$ cat src/shared/pes_pkg.sv
// power and environment sequencer: shared constants and register map
// assumes a 20 MHz system clock and a 32-bit APB register port
package pes_pkg;
    // timing base
    localparam int CLK_HZ = 20_000_000;
    localparam int SAMPLE_PERIOD_MS = 1000;
    localparam int TICK_CYCLES_DEF = CLK_HZ / 1000 * SAMPLE_PERIOD_MS;
    localparam int GRACE_S = 30;
    localparam int GRACE_TICKS = GRACE_S * 1000 / SAMPLE_PERIOD_MS;
    localparam int TICK_W = 25;
    localparam int SEC_W = 5;

    // register byte offsets
    localparam logic [7:0] OFS_THRESH = 8'h00;
    localparam logic [7:0] OFS_STATUS = 8'h04;
    localparam logic [7:0] OFS_LIVE = 8'h08;
    localparam logic [7:0] OFS_ALERT = 8'h0C;
    localparam logic [7:0] OFS_STATE = 8'h10;
    localparam logic [7:0] OFS_MEM_ADDR = 8'h14;
    localparam logic [7:0] OFS_MEM_DATA = 8'h18;
    localparam logic [7:0] OFS_PANEL = 8'h1C;

    // reset values
    localparam logic [7:0] THRESH_RST = 8'h37;
    localparam logic [3:0] ALERT_RST = 4'h0;

    // alert bit positions
    localparam int AL_CPU_FAN = 0;
    localparam int AL_SYS_FAN = 1;
    localparam int AL_TEMP = 2;
    localparam int AL_OVERCUR = 3;

    // status field width and positions of state register fields
    localparam int STAT_W = 11;
    localparam int ST_SEC_LSB = 8;
    localparam int ST_SW_LSB = 16;

    // info memory shape
    localparam int MEM_AW = 5;
    localparam int MEM_DW = 32;

    // panel write fields
    localparam int PANEL_POS_LSB = 8;
    localparam int PANEL_POS_W = 4;

    // width of the synchronised pin bundle
    localparam int SYNC_W = 27;

    typedef enum logic [1:0] {
        PES_OFF,
        PES_ON,
        PES_GRACE,
        PES_SHUT
    } pes_state_t;
endpackage

$ cat src/pes_top.sv
// power and environment sequencer: supply start, monitoring, grace shutdown
// assumes all status and switch pins are asynchronous; APB on sys_clk
//
// Implementation choices: the APB slave port and the register offsets.
`timescale 1ns/10ps

module pes_top
    import pes_pkg::*;
#(
    parameter int TICK_CYCLES = TICK_CYCLES_DEF
) (
    // clock and reset
    input wire logic sys_clk,
    input wire logic resetn,
    // apb slave
    input wire logic psel,
    input wire logic penable,
    input wire logic pwrite,
    input wire logic [7:0] paddr,
    input wire logic [31:0] pwdata,
    output logic [31:0] prdata,
    output logic pready,
    output logic pslverr,
    // power pins
    input wire logic aux_power_ok,
    input wire logic front_switch_on,
    input wire logic remote_dc_enable_n,
    input wire logic [1:0] supply_present,
    input wire logic [1:0] supply_power_good,
    input wire logic [1:0] supply_overcurrent,
    output logic supply_enable_n,
    output logic supply_shutdown,
    // environment pins
    input wire logic [1:0] cpu_fan_ok,
    input wire logic cpu1_present,
    input wire logic [1:0] sys_fan_ok,
    input wire logic fan_kit_ok,
    input wire logic [7:0] temp_value,
    // remote control switches and outputs
    input wire logic remote_allow_switch,
    input wire logic modem_off_switch,
    input wire logic remote_powerdown_disable_switch,
    input wire logic restore_defaults_switch,
    output logic remote_control_enable,
    output logic modem_port_enable,
    output logic remote_use_defaults,
    // maintenance alert and operator panel
    output logic maint_alert_n,
    output logic panel_we,
    output logic [PANEL_POS_W-1:0] panel_pos,
    output logic [7:0] panel_char
);
    // ------------------------------------------------------------
    // pin synchronisers
    // ------------------------------------------------------------
    logic [SYNC_W-1:0] meta_reg, sync_reg;
    logic aux_s, sw_s, rdc_n_s, cpu1_s, kit_s;
    logic [1:0] pres_s, pg_s, oc_s, cfan_s, sfan_s;
    logic [3:0] swpack_s;
    logic [7:0] temp_s;

    // the temperature word feeds faults and alerts only at the once-a-second sample; the live status uses it every cycle
    always_ff @(posedge sys_clk) begin
        meta_reg <= {aux_power_ok, front_switch_on, remote_dc_enable_n, supply_present,
            supply_power_good, supply_overcurrent, cpu_fan_ok, cpu1_present, sys_fan_ok,
            fan_kit_ok, remote_allow_switch, modem_off_switch,
            remote_powerdown_disable_switch, restore_defaults_switch, temp_value};
        sync_reg <= meta_reg;
    end
    assign {aux_s, sw_s, rdc_n_s, pres_s, pg_s, oc_s, cfan_s, cpu1_s, sfan_s, kit_s,
        swpack_s, temp_s} = sync_reg;

    // ------------------------------------------------------------
    // one second tick
    // ------------------------------------------------------------
    logic [TICK_W-1:0] tick_cnt_reg, tick_cnt_next;
    logic tick;

    assign tick = (tick_cnt_reg == TICK_W'(TICK_CYCLES - 1));

    // free running time base for sampling and delays
    always_comb begin
        tick_cnt_next = tick ? '0 : tick_cnt_reg + TICK_W'(1);
    end

    always_ff @(posedge sys_clk) begin
        if (!resetn) begin
            tick_cnt_reg <= '0;
        end else begin
            tick_cnt_reg <= tick_cnt_next;
        end
    end

    // ------------------------------------------------------------
    // fault detection
    // ------------------------------------------------------------
    logic [7:0] thresh_reg, thresh_next;
    logic over_temp, cpu_fan_fail, sys_fan_fail, pg_fail, oc_fail, env_fault;
    logic remote_off, loop_open;
    logic [STAT_W-1:0] live_stat;

    assign over_temp = (temp_s > thresh_reg);
    assign cpu_fan_fail = ~&cfan_s;
    assign sys_fan_fail = ~&sfan_s | ~kit_s;
    assign pg_fail = |(pres_s & ~pg_s);
    assign oc_fail = |oc_s;
    // remote dc request only counts while remote control and power-down are allowed
    assign remote_off = rdc_n_s & swpack_s[3] & ~swpack_s[1];
    assign loop_open = ~sw_s | ~aux_s;
    // fans, temperature and power good are judged at the tick only
    assign env_fault = (tick & (over_temp | cpu_fan_fail | sys_fan_fail | pg_fail)) | oc_fail;
    assign live_stat = {kit_s, sfan_s, ~over_temp, cpu1_s, cfan_s, pg_s, pres_s};

    // ------------------------------------------------------------
    // sequencer
    // ------------------------------------------------------------
    pes_state_t state_reg, state_next;
    logic [SEC_W-1:0] sec_reg, sec_next;
    logic settled_reg, settled_next;

    always_comb begin
        state_next = state_reg;
        sec_next = sec_reg;
        settled_next = settled_reg;
        case (state_reg)
            PES_OFF: begin
                sec_next = '0;
                settled_next = 1'b0;
                if (!loop_open && !remote_off) begin
                    state_next = PES_ON;
                end
            end
            PES_ON: begin
                if (tick) begin
                    settled_next = 1'b1;
                end
                if (loop_open || remote_off) begin
                    state_next = PES_OFF;
                end else if (env_fault && (settled_reg || oc_fail)) begin
                    state_next = PES_GRACE;
                end
            end
            PES_GRACE: begin
                // supplies still run here, so any power-off request ends the delay
                if (loop_open || remote_off) begin
                    state_next = PES_OFF;
                end else if (tick) begin
                    if (sec_reg == SEC_W'(GRACE_TICKS - 1)) begin
                        state_next = PES_SHUT;
                    end
                    sec_next = sec_reg + SEC_W'(1);
                end
            end
            PES_SHUT: begin
                // held until the operator cycles the front switch
                if (!sw_s) begin
                    state_next = PES_OFF;
                end
            end
            default: begin
                state_next = PES_OFF;
            end
        endcase
    end

    always_ff @(posedge sys_clk) begin
        if (!resetn) begin
            state_reg <= PES_OFF;
            sec_reg <= '0;
            settled_reg <= 1'b0;
        end else begin
            state_reg <= state_next;
            sec_reg <= sec_next;
            settled_reg <= settled_next;
        end
    end

    // ------------------------------------------------------------
    // status, alert and panel registers
    // ------------------------------------------------------------
    logic [STAT_W-1:0] stat_reg, stat_next;
    logic [3:0] alert_reg, alert_next, alert_set;
    logic [MEM_AW-1:0] maddr_reg, maddr_next;
    logic panel_we_next;
    logic [PANEL_POS_W-1:0] panel_pos_next;
    logic [7:0] panel_char_next;
    logic wr_acc, rd_setup, frozen;

    assign wr_acc = psel & penable & pready & pwrite;
    assign rd_setup = psel & ~penable;
    assign frozen = (state_reg == PES_GRACE) || (state_reg == PES_SHUT);
    assign alert_set = {oc_fail, tick & over_temp, tick & sys_fan_fail, tick & cpu_fan_fail};

    always_comb begin
        thresh_next = thresh_reg;
        maddr_next = maddr_reg;
        panel_we_next = 1'b0;
        panel_pos_next = panel_pos;
        panel_char_next = panel_char;
        stat_next = frozen ? stat_reg : live_stat;
        alert_next = alert_reg;
        if (wr_acc) begin
            case (paddr)
                OFS_THRESH: thresh_next = pwdata[7:0];
                OFS_ALERT: alert_next = alert_reg & ~pwdata[3:0];
                OFS_MEM_ADDR: maddr_next = pwdata[MEM_AW-1:0];
                OFS_PANEL: begin
                    panel_we_next = 1'b1;
                    panel_pos_next = pwdata[PANEL_POS_LSB +: PANEL_POS_W];
                    panel_char_next = pwdata[7:0];
                end
                default: begin
                end
            endcase
        end
        // a new event wins over a clear in the same cycle
        alert_next = alert_next | alert_set;
    end

    always_ff @(posedge sys_clk) begin
        if (!resetn) begin
            thresh_reg <= THRESH_RST;
            maddr_reg <= '0;
            panel_we <= 1'b0;
            panel_pos <= '0;
            panel_char <= '0;
            stat_reg <= '0;
            alert_reg <= ALERT_RST;
        end else begin
            thresh_reg <= thresh_next;
            maddr_reg <= maddr_next;
            panel_we <= panel_we_next;
            panel_pos <= panel_pos_next;
            panel_char <= panel_char_next;
            stat_reg <= stat_next;
            alert_reg <= alert_next;
        end
    end

    // ------------------------------------------------------------
    // info memory
    // ------------------------------------------------------------
    logic [MEM_DW-1:0] mem_rdata;

    // read address follows the next value so data is ready for the next setup
    pes_mem u_mem (
        .sys_clk(sys_clk),
        .wr_en(wr_acc && (paddr == OFS_MEM_DATA)),
        .wr_addr(maddr_reg),
        .wr_data(pwdata),
        .rd_addr(maddr_next),
        .rd_data(mem_rdata)
    );

    // ------------------------------------------------------------
    // apb answer and pin outputs
    // ------------------------------------------------------------
    logic [31:0] prdata_next;
    logic pready_next, pslverr_next, mapped;
    logic en_n_next, shut_next, alert_n_next;

    // zero wait slave: data and ready are prepared during setup
    always_comb begin
        prdata_next = '0;
        mapped = 1'b1;
        case (paddr)
            OFS_THRESH: prdata_next = {24'h000000, thresh_reg};
            OFS_STATUS: prdata_next = {21'h000000, stat_reg};
            OFS_LIVE: prdata_next = {21'h000000, live_stat};
            OFS_ALERT: prdata_next = {28'h0000000, alert_reg};
            OFS_STATE: begin
                prdata_next[0] = (state_reg == PES_ON);
                prdata_next[1] = (state_reg == PES_GRACE);
                prdata_next[2] = (state_reg == PES_SHUT);
                prdata_next[ST_SEC_LSB +: SEC_W] = sec_reg;
                prdata_next[ST_SW_LSB +: 4] = swpack_s;
            end
            OFS_MEM_ADDR: prdata_next = {27'h0000000, maddr_reg};
            OFS_MEM_DATA: prdata_next = mem_rdata;
            OFS_PANEL: prdata_next = '0;
            default: mapped = 1'b0;
        endcase
        if (!rd_setup || pwrite) begin
            prdata_next = '0;
        end
        pready_next = rd_setup;
        pslverr_next = rd_setup & ~mapped;
        en_n_next = ~((state_reg == PES_ON) || (state_reg == PES_GRACE));
        shut_next = (state_reg == PES_SHUT);
        alert_n_next = ~|alert_reg;
    end

    always_ff @(posedge sys_clk) begin
        if (!resetn) begin
            prdata <= '0;
            pready <= 1'b0;
            pslverr <= 1'b0;
            supply_enable_n <= 1'b1;
            supply_shutdown <= 1'b0;
            maint_alert_n <= 1'b1;
            remote_control_enable <= 1'b0;
            modem_port_enable <= 1'b0;
            remote_use_defaults <= 1'b0;
        end else begin
            prdata <= prdata_next;
            pready <= pready_next;
            pslverr <= pslverr_next;
            supply_enable_n <= en_n_next;
            supply_shutdown <= shut_next;
            maint_alert_n <= alert_n_next;
            remote_control_enable <= swpack_s[3];
            modem_port_enable <= ~swpack_s[2];
            remote_use_defaults <= swpack_s[0];
        end
    end
endmodule

$ cat src/pes_mem.sv
// power and environment sequencer: module info and scratch memory
// assumes one clock; read data is registered, write-first on a clash
`timescale 1ns/10ps
module pes_mem
    import pes_pkg::*;
(
    // clock, no reset
    input wire logic sys_clk,
    // write side
    input wire logic wr_en,
    input wire logic [MEM_AW-1:0] wr_addr,
    input wire logic [MEM_DW-1:0] wr_data,
    // read side
    input wire logic [MEM_AW-1:0] rd_addr,
    output logic [MEM_DW-1:0] rd_data
);
    logic [MEM_DW-1:0] mem_reg [0:(1<<MEM_AW)-1];
    logic [MEM_DW-1:0] rd_next;

    // write-first so a read of the word just written sees it
    always_comb begin
        if (wr_en && (wr_addr == rd_addr)) begin
            rd_next = wr_data;
        end else begin
            rd_next = mem_reg[rd_addr];
        end
    end

    // storage and read register
    always_ff @(posedge sys_clk) begin
        if (wr_en) begin
            mem_reg[wr_addr] <= wr_data;
        end
        rd_data <= rd_next;
    end
endmodule

$ cat config.mk
export PLATFORM = sky130hd
export DESIGN_NAME = pes_top
export DESIGN_NICKNAME = d
export VERILOG_FILES = /design/src/shared/pes_pkg.sv /design/src/pes_top.sv /design/src/pes_mem.sv
export SDC_FILE = /design/constraint.sdc
export NUM_CORES = 1
export LEC_CHECK = 0
export ABC_AREA = 1
export BUFFER_PORTS_ARGS = -buffer_cell sky130_fd_sc_hd__buf_2
export CAP_MARGIN = 20
export CORE_AREA = 2 2 398 400
export CTS_CLUSTER_DIAMETER = 200
export DETAILED_ROUTE_END_ITERATION = 8
export DIE_AREA = 0 0 400 402
export MAX_ROUTING_LAYER = met4
export PLACE_DENSITY = 0.46
export SETUP_SLACK_MARGIN = 0.1
export SLEW_MARGIN = 0
export SYNTH_ARGS = -nofsm -noshare
export SYNTH_HDL_FRONTEND = slang
export SYNTH_SLANG_ARGS = --single-unit
$ cat constraint.sdc
create_clock -name sys_clk -period 3.8 [get_ports sys_clk]
set_input_delay 0.76 -clock sys_clk [delete_from_list [all_inputs] [get_ports sys_clk]]
set_output_delay 0.76 -clock sys_clk [all_outputs]
set_load 0.05 [all_outputs]
**After elaboration in Yosys (flattened, before gate mapping)**

Memory sizes are Yosys's and may differ from the RTL's. A register that Yosys moved wholly into a read port is not among the register bits.
Index checks and enable logic that the tools add are counted.

- Memories: 1
- Bits in read-only memories: 0
- Bits in latches: 0
- Logic and storage cells: 138
- Memory bits (writable): 1024
- Output and inout port bits: 53
- Flip-flop bits (word level): 168

- Divide/modulo/power cells: 0
- Eq/ne operators: 20
- $mul: 0
- Multiplexer cells: 25
- Bitwise operators: 33
- Order comparisons: 1
- Shift operators: 0
- Add/sub/neg operators: 2
- Reductions and logical operators: 33

Memories:

| memory | depth | width | read ports | clocked after Yosys merged registers in | write ports | line | text |
|---|---|---|---|---|---|---|---|
| u_mem.mem_reg | 32 | 32 | 1 | 1 | 1 | pes_mem.sv:17 | `logic [MEM_DW-1:0] mem_reg [0:(1<<MEM_AW)-1];` |

Operators by type and width:

| operator | number |
|---|---|
| 8-bit by 5-bit equality test with 1-bit output (second input constant) | 4 |
| 5-bit case mux with 6 select lines | 1 |
| 25-bit by 1-bit adder with 25-bit output (second input constant) | 1 |
| 25-bit equality test (second input constant) | 1 |
| 3-bit case mux with 7 select lines | 1 |
| 5-bit 2-to-1 mux | 4 |
| 5-bit case mux with 4 select lines | 1 |
| 8-bit by 4-bit equality test with 1-bit output (second input constant) | 2 |
| 2-bit 2-to-1 mux | 7 |
| 2-bit AND reduction | 6 |
| 1-bit bitwise AND | 11 |
| 1-bit inverter | 11 |
| 2-bit inequality test (second input constant) | 5 |
| 5-bit case mux with 2 select lines | 1 |
| 3-bit inequality test (second input constant) | 3 |
| 8-bit by 3-bit equality test with 1-bit output (second input constant) | 1 |
| 8-bit > comparator | 1 |
| 8-bit logical NOT | 1 |
| 4-bit 2-to-1 mux | 2 |
| 2-bit case mux with 4 select lines | 1 |
| 4-bit case mux with 2 select lines | 1 |
| 2-bit OR reduction | 4 |
| 8-bit OR reduction | 1 |
| 1-bit logical NOT | 6 |
| other kinds (20) | 37 |

**Longest topological paths before layout**

- Word-level depth: 11
- Mapped depth: 17
- Gate-level depth less buffers: 17

**By module**

From an unflattened synthesis, not the netlist that was laid out.

- Cells, all modules: 4273
- Area, all modules: 48375.1 µm²

Modules (own cells, without submodules):

| module | cells each | instances | area an instance (µm²) |
|---|---|---|---|
| pes_mem | 3509 | 1 | 41865.2 |
| pes_top | 764 | 1 | 6510.0 |

**Least setup slack after synthesis**

OpenSTA, ideal clock, no wires.

- Path type: in2reg
- From: input port paddr[5]
- To: memory u_mem.mem_reg[0][0], enable pin
- Required time: 3.379 ns
- Cell stages on the path: 7
- Setup time: 0.421 ns
- Data arrival time: 3.093 ns
- Slack: 0.286 ns
- Cell sequence: nor2_1 nand2_1 nor2_2 inv_1 nor2_1 nand4_1 nor2_1

- Cells in the longest elaborated chain, start to end: 4

Ends and longest elaborated chain:

| what | line | text |
|---|---|---|
| start: declaration | pes_top.sv:19 | `input wire logic [7:0] paddr,` |
| 8-bit by 5-bit equality test with 1-bit output | pes_top.sv:248 | `.wr_en(wr_acc && (paddr == OFS_MEM_DATA)),` |
| 1-bit logical AND | pes_top.sv:248 |  |
| 1-bit 2-to-1 mux | pes_mem.sv:31 | `if (wr_en) begin` |
| 1-bit 2-to-1 mux (not written as such) | pes_mem.sv:32 | `mem_reg[wr_addr] <= wr_data;` |
| end: declaration | pes_mem.sv:17 |  |

Every way passes these cells.

==> results.py <==
metrics = {
    "clock_tree": {
        "clkLatencyLatePin_ps": 760,
        "cts_made_buffers": 132,
        "hold_buffers": 0,
        "post_cts_buffers": 0,
        "cts_tree": "yes",
        "root_buffer": "clkbuf_16",
        "clkSinkCount": 1197,
        "htreeDepth": 4,
        "ctsResizeCount": 0,
        "clk_path_buf_depth": 3,
        "clkSlewWorstSetupHoldPaths_ps": 60,
    },
    "grt": {
        "grt_overflow": 0,
        "grt_pass1_vias": 29911,
        "grt_first_pass_wirelength_mm": 212,
        "antenna_found_initial": 4,
        "track_usage_pct": 18.5,
        "grt_max_degree": 111,
    },
    "yosys": {
        "synthCells": 3783,
        "synth_top_area_share_pct": 65.8,
        "synth_edf_count": 1024,
        "ys_types": 48,
        "syn-num-nets": 3870,
        "yosys-top-cells-count": "1024 x edfxtp_1, 583 x nand2_1, 496 x nor2_1",
        "post-synth-top-count-cell": "edfxtp_1",
        "yosysWarningCount": 0,
        "ys_seq_area_share_pct": 73.2,
        "avgSynthCellArea_um2": 12.4,
        "synth_area_um2": 46700,
        "netlist_top_cells_area": "edfxtp_1 66%, dfxtp_1 7.4%, nand2_1 4.7%",
        "ys_ff_latch": 1197,
        "synth_flop_cell": "edfxtp_1",
        "synthArstFlopShare_pct": 0,
        "yosysTopAreaCell": "edfxtp_1",
    },
    "sta": {
        "setup_viol": 0,
        "rsz0062_at_grt": "false",
        "tightest_slew_ps": 1030,
        "post-route-min-period_ps": 2660,
        "hold_violations": 0,
        "finClkSkew_ps": 31.2,
        "fin_ws_ps": 1140,
        "max_freq_ghz": 0.375,
        "maxSlewViolCount": 0,
        "timing.slew.headroom_pct": 31.1,
        "fin_crit_sh_pct": 70.1,
        "setup_tns_ps": 0,
    },
    "hold_path": {
        "hold_class": "primary input to flip-flop",
        "hold_depth": 1,
    },
    "power_and_ir_drop": {
        "p_leak_nw": 18.4,
        "power.density_nw_per_um2": 502,
        "total_power_w": 0.0273,
        "vdd_drop_max_mv": 0.461,
    },
    "floorplanning": {
        "dieArea_um2": 161000,
        "dieWidth_um": 400,
        "core-area_um2": 157000,
        "num_rows": 146,
        "fp.dieH_um": 402,
        "start_util_pct": 29.8,
        "io_pins": 125,
    },
    "detailed_routing": {
        "drcViolationCount": 0,
        "avgRoutedWirePerCell_um": 23.8,
        "vias": 30389,
        "dr.pass1.iters": 5,
        "finalWirelength_mm": 146,
        "ant_nets": 0,
        "routed_via_density": 4.96,
        "drt_iter0_markers": 2380,
    },
    "cells_and_area": {
        "fin_area_um2": 54400,
        "drive_gt1_share_pct": 12.3,
        "fillers": 15476,
        "largest_register_ff_count": 1024,
        "fin_nets": 4032,
        "syn_to_final_growth_pct": 16.5,
    },
    "place": {
        "dp_hpwl_mm": 89.3,
        "pre_cts_slack_ps": 648,
        "io_buffers": 124,
        "place_congestion": 0.828,
        "postPlaceCellArea_um2": 50300,
    },
    "run": {
        "max-cap-violations": 0,
    },
    "worst_setup_path": {
        "worstSetupStartpointType": "flip-flop",
        "reg2regPathDepth": 10,
        "path_max_fanout": 97,
        "crit_arrival_ps": 3350,
        "worstPathRequired_ps": 4490,
        "crit_type": "flip-flop to flip-flop",
        "crit_path_end_kind": "flip-flop",
    },
    "outcome": {
        "outcome": "complete, no violations",
    },
}
## per-layer routing
layer | vias to the layer above | part of all wire (%) | global-route usage, %
li1 | 14048 | - | -
met3 | 212 | 4.5 | 2.39
met2 | 796 | 47 | 29.0
met4 | 0 | 2.6 | 5.42
met1 | 15333 | 45 | 25.1
met5 | - | 0 | -
## metrics by stage
stage	cells	hold WS, ps	utilization, %
floorplan	3783	310	-
global placement	5883	312	32.0
detailed placement	5883	312	32.0
CTS	6119	44.2	34.6
global route	6119	65.5	34.6
finish	6121	104	34.7
## cells in the final DEF, fill, tap and decap left out, drive strengths merged, types with 2 or more instances in the layout
cell type and instances:
o221ai 108, diode 2, nand4 12, nand2 586
a21oi 69, a221oi 5, a211oi 6, buf 259
o211ai 49, nor4 3, edfxtp 1024, o22ai 44
o2111ai 2, clkbuf 192, xor2 9, inv 116
o21ai 393, nor2 503, nand3b 2, dfxtp 173
nor3 23, a31oi 2, bufinv 5, ha 15
clkinv 34, o21a 2, nand3 404
## worst paths after layout
check	from	slack (ps)	to
setup reg to reg	flip-flop	1140	prdata[23]
setup / recovery	flip-flop	1140	prdata[23]
hold reg to reg	meta_reg[8]	320	sync_reg[8]
hold / removal	supply_power_good[0]	100	meta_reg[20]
## cells by family (layout without fill, tap and decap cells)
kind of cell	Yosys count	count (layout)	synth area share (%)
buffers and inverters	343	607	3.80
other	0	2	0
AO/OA/AOI/OAI	684	684	8.72
adder cells (fa/ha/maj)	15	15	0.402
AND/OR/NAND/NOR	1535	1535	13.7
XOR/XNOR	9	9	0.169
flip-flops	1197	1197	73.2
## critical path, stage by stage, from the launching register on
cell,delay (ps)
dfxtp_4,440
inv_16,280
buf_12,340
buf_4,230
o21ai_0,90
o221ai_1,250
nand3_1,260
nand3_1,160
nand2_1,50
nor2_1,130
buf_4,170
## area by class of cell
cell class                      count  area, um^2  share of cell area, %
Sequential cell                  1197       34200                   62.9
Multi-Input combinational cell   2243       11000                   20.2
Clock buffer                      192        3720                   6.83
Tap cell                         2072        2590                   4.76
Timing Repair Buffer              259        2050                   3.76
Inverter                          112         450                  0.827
Clock inverter                     44         397                  0.729
Antenna cell                        2        5.00                0.00919
## power by group
| part | internal, W | switching [W] | total [W] | leakage (nW) |
|---|---|---|---|---|
| registers | 0.0143 | 0.0000403 | 0.0144 | 10.6 |
| clock network | 0.00714 | 0.00519 | 0.0123 | 2.01 |
| logic | 0.000133 | 0.000506 | 0.000639 | 5.78 |
Power figures use the tool's default switching activity.
